==> config.mk <==
export PLATFORM = sky130hd
export DESIGN_NAME = tses_events
export DESIGN_NICKNAME = d
export VERILOG_FILES = /design/src/shared/tses_pkg.sv /design/src/logic/tses_edge.sv /design/src/logic/tses_events.sv
export SDC_FILE = /design/constraint.sdc
export NUM_CORES = 1
export LEC_CHECK = 0
export BUFFER_PORTS_ARGS = -buffer_cell sky130_fd_sc_hd__buf_2
export CAP_MARGIN = 20
export CELL_PAD_IN_SITES_DETAIL_PLACEMENT = 0
export CELL_PAD_IN_SITES_GLOBAL_PLACEMENT = 1
export CORE_UTILIZATION = 37
export CTS_BUF_LIST = sky130_fd_sc_hd__clkbuf_16
export DETAILED_ROUTE_END_ITERATION = 7
export PLACE_DENSITY_LB_ADDON = 0.1
export SKIP_CTS_REPAIR_TIMING = 1
export SLEW_MARGIN = 40
export SYNTH_ARGS = -nofsm -noshare
export SYNTH_HDL_FRONTEND = slang
export SYNTH_HIERARCHICAL = 1
export SYNTH_SLANG_ARGS = --single-unit
==> constraint.sdc <==
create_clock -name clk -period 1.07 [get_ports clk]
set_input_delay 0.1605 -clock clk [delete_from_list [all_inputs] [get_ports clk]]
set_output_delay 0.1605 -clock clk [all_outputs]
set_load 0.05 [all_outputs]
==> src/shared/tses_pkg.sv <==
// Constants shared by the transmitter event source logic
package tses_pkg;

  // ---------------------------------------------------------------
  // Event bit positions in the pending and enable vectors
  // ---------------------------------------------------------------
  localparam int unsigned EVT_NUM        = 8;
  localparam int unsigned EVT_CONNECT    = 0;
  localparam int unsigned EVT_DISCONNECT = 1;
  localparam int unsigned EVT_LINK_UP    = 2;
  localparam int unsigned EVT_LINK_DOWN  = 3;
  localparam int unsigned EVT_VSYNC      = 4;
  localparam int unsigned EVT_CIPHER14   = 5;
  localparam int unsigned EVT_TIMER14    = 6;
  localparam int unsigned EVT_TIMER22    = 7;

  // ---------------------------------------------------------------
  // Optional sources, in the order of the opt_event input
  // ---------------------------------------------------------------
  localparam int unsigned OPT_NUM        = 3;
  localparam int unsigned OPT_BASE       = EVT_CIPHER14;

  // ---------------------------------------------------------------
  // Reset values and synchroniser depth
  // ---------------------------------------------------------------
  localparam logic [EVT_NUM-1:0] PEND_RST   = 8'h00;
  localparam logic               IRQ_RST    = 1'b0;
  localparam logic               LEVEL_RST  = 1'b0;
  localparam int unsigned        SYNC_DEPTH = 2;

endpackage : tses_pkg

==> src/logic/tses_edge.sv <==
// Input synchroniser with registered level and edge pulses
`timescale 1ns/1ns
module tses_edge #(
  parameter int unsigned STAGES = tses_pkg::SYNC_DEPTH,
  parameter bit          SYNC   = 1'b1
) (
  input  wire logic clk,
  input  wire logic rst_n,
  input  wire logic din,
  output logic      level,
  output logic      rise,
  output logic      fall
);
  import tses_pkg::*;

  typedef struct packed {
    logic [STAGES-1:0] sync;
    logic              prev;
    logic              rise;
    logic              fall;
  } tses_edge_state_t;

  tses_edge_state_t s_q;
  tses_edge_state_t s_d;
  logic             sample;

  // Refuse a synchroniser too short to settle a pin
  if (STAGES < 2)
  begin : g_bad_stages
    $error("tses_edge: STAGES must be at least 2");
  end

  // ---------------------------------------------------------------
  // Next state
  // ---------------------------------------------------------------
  always_comb
  begin
    sample    = SYNC ? s_q.sync[STAGES-1] : din;
    s_d       = s_q;
    s_d.sync  = {s_q.sync[STAGES-2:0], din};
    s_d.prev  = sample;
    s_d.rise  = sample & ~s_q.prev;
    s_d.fall  = ~sample & s_q.prev;
  end

  always_ff @(posedge clk)
  begin
    if (!rst_n)
      s_q <= '{sync: '0, prev: LEVEL_RST, rise: 1'b0, fall: 1'b0};
    else
      s_q <= s_d;
  end

  assign level = s_q.prev;
  assign rise  = s_q.rise;
  assign fall  = s_q.fall;
endmodule : tses_edge

==> src/logic/tses_events.sv <==
// Event sources, sticky pending flags and interrupt output
// Notes on behaviour
// RULE_01: Cable sense rising reports connect; falling reports disconnect.
// RULE_02: Line-clock status bit becomes 1 once the line clock is stable.
// RULE_03: Line-clock status bit returns to 0 when the line clock is unstable.
// RULE_04: Each status change raises link up or link down event separately.
// RULE_05: Rising edge of video vertical sync raises a vertical-sync event.
// RULE_06: Older cipher and its timer events exist only when that engine is built.
// RULE_07: Newer engine timer event exists only when that engine is built.
// RULE_08: Events stay pending until cleared; enabled ones form one level interrupt.
`timescale 1ns/1ns
module tses_events #(
  parameter bit INCL_P14 = 1'b1,
  parameter bit INCL_P22 = 1'b1
) (
  input  wire logic                           clk,
  input  wire logic                           rst_n,
  input  wire logic                           cable_sense,
  input  wire logic                           line_clk_stable,
  input  wire logic                           vid_vsync,
  input  wire logic [tses_pkg::OPT_NUM-1:0]   opt_event,
  input  wire logic [tses_pkg::EVT_NUM-1:0]   irq_enable,
  input  wire logic [tses_pkg::EVT_NUM-1:0]   irq_clear,
  output logic                                irq,
  output logic [tses_pkg::EVT_NUM-1:0]        irq_pending,
  output logic                                cable_connected,
  output logic                                line_clk_status
);
  import tses_pkg::*;

  typedef struct packed {
    logic [EVT_NUM-1:0] pend;
    logic               irq;
  } tses_state_t;

  localparam logic [OPT_NUM-1:0] OPT_INCL = {INCL_P22, INCL_P14, INCL_P14};

  tses_state_t        s_q;
  tses_state_t        s_d;
  logic [EVT_NUM-1:0] evt;
  logic               cs_rise;
  logic               cs_fall;
  logic               lk_rise;
  logic               lk_fall;
  logic               vs_rise;
  logic [OPT_NUM-1:0] opt_rise;

  // ---------------------------------------------------------------
  // Edge detection of the pin-level sources
  // ---------------------------------------------------------------
  tses_edge #(.STAGES(SYNC_DEPTH), .SYNC(1'b1)) u_cable (
    .clk   (clk),
    .rst_n (rst_n),
    .din   (cable_sense),
    .level (cable_connected),
    .rise  (cs_rise),
    .fall  (cs_fall)
  );

  // Status bit tracks the synchronised stable indication
  tses_edge #(.STAGES(SYNC_DEPTH), .SYNC(1'b1)) u_link (
    .clk   (clk),
    .rst_n (rst_n),
    .din   (line_clk_stable),
    .level (line_clk_status), // RULE_02 RULE_03
    .rise  (lk_rise),
    .fall  (lk_fall)
  );

  tses_edge #(.STAGES(SYNC_DEPTH), .SYNC(1'b1)) u_vsync (
    .clk   (clk),
    .rst_n (rst_n),
    .din   (vid_vsync),
    .level (),
    .rise  (vs_rise),
    .fall  ()
  );

  // ---------------------------------------------------------------
  // Optional engine sources, same clock, no synchroniser
  // ---------------------------------------------------------------
  for (genvar i = 0; i < OPT_NUM; i++)
  begin : g_opt
    if (OPT_INCL[i])
    begin : g_on
      tses_edge #(.STAGES(SYNC_DEPTH), .SYNC(1'b0)) u_opt (
        .clk   (clk),
        .rst_n (rst_n),
        .din   (opt_event[i]),
        .level (),
        .rise  (opt_rise[i]),
        .fall  ()
      );
    end
    else
    begin : g_off
      assign opt_rise[i] = 1'b0; // RULE_06 RULE_07
    end
  end

  // ---------------------------------------------------------------
  // Pending flags and interrupt
  // ---------------------------------------------------------------
  always_comb
  begin
    evt                 = '0;
    evt[EVT_CONNECT]    = cs_rise; // RULE_01
    evt[EVT_DISCONNECT] = cs_fall; // RULE_01
    evt[EVT_LINK_UP]    = lk_rise; // RULE_04
    evt[EVT_LINK_DOWN]  = lk_fall; // RULE_04
    evt[EVT_VSYNC]      = vs_rise; // RULE_05
    evt[EVT_CIPHER14]   = opt_rise[0] & INCL_P14; // RULE_06
    evt[EVT_TIMER14]    = opt_rise[1] & INCL_P14; // RULE_06
    evt[EVT_TIMER22]    = opt_rise[2] & INCL_P22; // RULE_07
    s_d                 = s_q;
    // A new event wins over a clear in the same cycle
    s_d.pend            = (s_q.pend & ~irq_clear) | evt; // RULE_08
    s_d.irq             = |(s_d.pend & irq_enable); // RULE_08
  end

  always_ff @(posedge clk)
  begin
    if (!rst_n)
      s_q <= '{pend: PEND_RST, irq: IRQ_RST};
    else
      s_q <= s_d;
  end

  assign irq         = s_q.irq;
  assign irq_pending = s_q.pend;
endmodule : tses_events

==> flow_summary.json, run 1 <==
{
  "drtIter0Drc": 1,
  "seq_power_share_pct": 45.1,
  "fin_crit_sh_pct": 96.0,
  "ios": 35,
  "syn2layout_area_growth_pct": 36.1,
  "gp_congestion": 0.667,
  "drtPass1Iterations": 2,
  "dr_total_vias": 666,
  "synth.net_count": 101,
  "min_path_type": "input port to register",
  "die_x_um": 53.1,
  "clk_pin_slew_ns": 0.04,
  "die_h_um": 53.1,
  "clock_sinks": 29,
  "period_needed_ns": 1.03,
  "worstSetupEndpointType": "output pin",
  "cts-htree-levels": 2,
  "worst_pin_slew_ns": 0.392,
  "vdd_drop_max_v": 0.00123,
  "r2r_slack_ns": 0.12,
  "drv_slew": 0,
  "combPwrFrac_pct": 7.3,
  "wl_um": 1510,
  "diodes": 0,
  "final_cells": 147,
  "max_cap_viol_count": 0,
  "grt_pass1_wl_um": 2370,
  "antenna_found_initial": 0,
  "grt_remaining_overflow": 0,
  "crit_type": "register to output pin",
  "crit_required_ns": 0.91,
  "p_leak_uw": 0.000611,
  "timing.hold.ws_ns": 0.109,
  "nNetsFinal": 141,
  "finClkSkew_ns": 0.00279,
  "drc": 0,
  "insertion_delay_ns": 0.26,
  "hold_viol": 0,
  "rows": 18,
  "swShare_pct": 19.9,
  "cts_inserted_buffers": 5,
  "r2r_cells": 4,
  "grt_usage_pct": 12.4,
  "relSlewSlack_pct": 73.9,
  "arrival_ns": 0.87,
  "setup_viol": 0,
  "hold_depth": 2,
  "r2r_start": "irq_pending[0]$_SDFF_PN0_",
  "crit_path_max_fanout": 3,
  "cp_top_family": "flip-flops",
  "cellPowerDensity_nw_per_um2": 1940,
  "synthCells": 77,
  "cts_tree": "done",
  "hp-start": "vid_vsync",
  "die-area_sq_um": 2820,
  "io_buffers": 34,
  "switchingPower_uw": 506,
  "crit_chain": "buf_2",
  "dp_cells": 140,
  "finalSetupTns_ns": 0,
  "cp_slowest_stage_delay_ns": 0.34,
  "p_clk_share_pct": 47.6,
  "ant_nets": 0,
  "layout-drive-gt1-share_pct": 58.1,
  "hold_path_end": "u_vsync/s_d[4]$_SDFF_PN0_",
  "grt_max_degree": 30,
  "syn_area_per_cell_sq_um": 12.5,
  "grt_pass1_vias": 621,
  "wl_per_cell_um": 10.3,
  "status": "completed",
  "synth_area_sq_um": 965,
  "root_buffer": "clkbuf_16",
  "start_kind": "register",
  "final_core_utilization_pct": 53.0,
  "slowest_stage": "dfxtp_1",
  "coreArea_sq_um": 2480,
  "via_per_inst": 4.53,
  "initial_utilization_pct": 38.9,
  "yosysWarnings": 6,
  "layout_commonest_cell": "buf_2",
  "p_int_uw": 2030,
  "worst_r2r_endpoint": "irq$_SDFF_PN0_",
  "rsz0062_at_grt": "no",
  "clock_path_buffers": 2,
  "layout_common_cells": "33 x buf_2, 21 x dfxtp_1, 12 x and2_2",
  "fmax_mhz": 974,
  "crit_buf_inv": 1,
  "total_power_uw": 2540
}
-- worst max-delay path by stage --
stage,cells past startpoint,from,to,slack [ns]
after floorplan,4,irq_pending[3]$_SDFF_PN0_,irq$_SDFF_PN0_,0.05
after global placement,4,irq_pending[7]$_SDFF_PN0_,irq$_SDFF_PN0_,0.12
after detailed placement,4,irq_pending[6]$_SDFF_PN0_,irq$_SDFF_PN0_,0.12
after CTS,1,u_cable/level$_SDFF_PN0_,cable_connected,0.03
after global routing,1,u_cable/level$_SDFF_PN0_,cable_connected,0.01
final,1,u_cable/level$_SDFF_PN0_,cable_connected,0.04
-- through the flow --
stage	instance area, sq um	setup slack [ns]
2_1_floorplan	975	0.0489
6_report	1310	0.0428
3_3_place_gp	1180	0.121
4_1_cts	1310	0.0327
5_1_grt	1310	0.00958
3_5_place_dp	1180	0.115
-- metal layers --
metal / part of all wire [%] / track usage, % / vias to the layer above
met5: 0 / 0 / -
met3: 8.6 / 6.32 / 2
met4: 0.66 / 7.89 / 0
met1: 44 / 13.0 / 298
met2: 47 / 19.4 / 24
li1: - / - / 342
-- final cells by class --
class,instances,area [sq um]
clock buffers,5,125
clock inverters,2,7.51
well taps,30,37.5
multi-input cells,47,379
flip-flops and latches,29,591
fillers,236,1160
repair buffers,34,173
-- state kept, by name (all words and copies together), names as in the netlist, 2 cells and up --
signal and count:
irq_pending 8, g_opt.g_on.u_opt/level 3, g_opt.g_on.u_opt/rise 3, u_cable/s_d 2
u_link/s_d 2, u_vsync/s_d 2
-- power by group through the flow --
stage	sequential [uW]	combinational, uW	clock (uW)
floorplan	1220	59.5	0
global placement	1160	186	0
detailed placement	1170	190	0
CTS	1150	191	1250
global route	1150	202	1310
finish	1150	187	1210
(Power assumes the default switching activity.)
==> run 2, diff against run 1 <==
- BUFFER_PORTS_ARGS: -buffer_cell sky130_fd_sc_hd__buf_2 -> not set
- CORE_MARGIN: not set -> 2
- CORE_UTILIZATION: 37 -> 46
- DONT_BUFFER_PORTS: not set -> 1
- PLACE_DENSITY: not set -> 0.71
- PLACE_DENSITY_LB_ADDON: 0.1 -> not set
==> flow_summary.json, run 2 (same netlist as run 1, synthesis figures left out) <==
{
  "cp_slowest_stage_delay_ns": 0.34,
  "cp_top_family": "flip-flops",
  "n_fill_cell": 184,
  "layout_commonest_cell": "dfxtp_1",
  "start_kind": "register",
  "grt_pass1_vias": 605,
  "die_x_um": 49.8,
  "min_path_type": "input port to register",
  "die_h_um": 49.8,
  "total_power_uw": 2530,
  "wl_um": 1460,
  "drtIter0Drc": 9,
  "initial_utilization_pct": 49.2,
  "largest_reg_flops": 8,
  "drc": 0,
  "final_cells": 123,
  "io_buffers": 0,
  "worstSetupEndpointType": "output pin",
  "die-area_sq_um": 2480,
  "grt_max_degree": 30,
  "place_hpwl_um": 995,
  "cellPowerDensity_nw_per_um2": 2050,
  "finalSetupTns_ns": 0,
  "arrival_ns": 0.81,
  "clk_pin_slew_ns": 0.05,
  "layout-drive-gt1-share_pct": 49.0,
  "finClkSkew_ns": 0.00487,
  "max_cap_viol_count": 0,
  "setup_viol": 0,
  "ant_nets": 0,
  "grt_remaining_overflow": 0,
  "wl_per_cell_um": 11.9,
  "status": "completed",
  "crit_chain": "buf_4",
  "crit_required_ns": 0.91,
  "antenna_found_initial": 0,
  "drv_slew": 0,
  "rsz0062_at_grt": "no",
  "via_per_inst": 4.88,
  "crit_buf_inv": 1,
  "dr_total_vias": 600,
  "relSlewSlack_pct": 88.0,
  "hold_viol": 0,
  "root_buffer": "clkbuf_16",
  "cts_inserted_buffers": 5,
  "gp_congestion": 0.712,
  "cts_tree": "done",
  "insertion_delay_ns": 0.26,
  "grt_pass1_wl_um": 2490,
  "crit_type": "register to output pin",
  "crit_path_max_fanout": 3,
  "p_leak_uw": 0.000532,
  "dp_cells": 114,
  "cts-htree-levels": 2,
  "drtPass1Iterations": 5,
  "vdd_drop_max_v": 0.00194,
  "slowest_stage": "dfxtp_1",
  "layout_common_cells": "21 x dfxtp_1, 12 x and2_2, 11 x buf_4",
  "nNetsFinal": 119,
  "fin_crit_sh_pct": 91.0,
  "syn2layout_area_growth_pct": 28.0,
  "diodes": 0,
  "ios": 35,
  "fmax_mhz": 1030,
  "worst_pin_slew_ns": 0.179,
  "rows": 16,
  "coreArea_sq_um": 1960,
  "grt_usage_pct": 13.8,
  "clock_path_buffers": 2,
  "clock_sinks": 29,
  "period_needed_ns": 0.974
}
## run 2: changes by cell type in the layout (fill, tap and decap cells not counted)
cell and delta:
dlygate4sd3_1 +1, buf_4 +11, clkinv_2 +2, clkinv_1 -1
buf_2 -33, clkbuf_4 -1
## run 2: final timing paths
kind                             startpoint                        end  slack [ns]  cells after the start
setup / recovery    u_link/level$_SDFF_PN0_            line_clk_status         0.1                      1
hold reg to reg   u_cable/s_d[4]$_SDFF_PN0_  u_cable/s_d[2]$_SDFF_PN0_        0.44                      1
hold / removal                        rst_n  irq_pending[4]$_SDFF_PN0_        0.01                      1
setup reg to reg  irq_pending[0]$_SDFF_PN0_             irq$_SDFF_PN0_         0.1                      4
## run 2: layer usage
layer  GRT usage [%]  vias to the layer above  wire, um
li1                -                      297         -
met1            14.6                      277       626
met2            22.4                       24       697
met3            6.06                        2       125
met4            8.33                        0        13
met5               0                        -         0
## run 2: final cells by class
cell class	count	area, sq um	area share (%)
Clock inverter	3	13.8	1.11
Clock buffer	5	125	10.1
Multi-Input combinational cell	47	379	30.7
Sequential cell	29	591	47.8
Timing Repair Buffer	12	92.6	7.50
Tap cell	27	33.8	2.74
## run 2: report_power, final
| group | internal [uW] | leakage [uW] | total (uW) | switching [uW] |
|---|---|---|---|---|
| clock | 837 | 0.0000748 | 1250 | 408 |
| sequential | 1130 | 0.000242 | 1140 | 16.5 |
| combinational | 64.9 | 0.000216 | 141 | 75.8 |
| total | 2030 | 0.000532 | 2530 | 501 |
## run 2: metrics by stage
| stage | cell area (sq um) | hold slack, ns | utilization [%] | worst slack (ns) |
|---|---|---|---|---|
| after floorplan | 975 | 0.297 | - | 0.0489 |
| after global placement | 1090 | 0.281 | 55.4 | 0.110 |
| after detailed placement | 1090 | 0.283 | 55.4 | 0.0906 |
| after CTS | 1220 | 0.00809 | 62.4 | 0.0836 |
| after global routing | 1230 | 0.00364 | 62.9 | 0.0331 |
| final | 1230 | 0.0113 | 62.9 | 0.0965 |
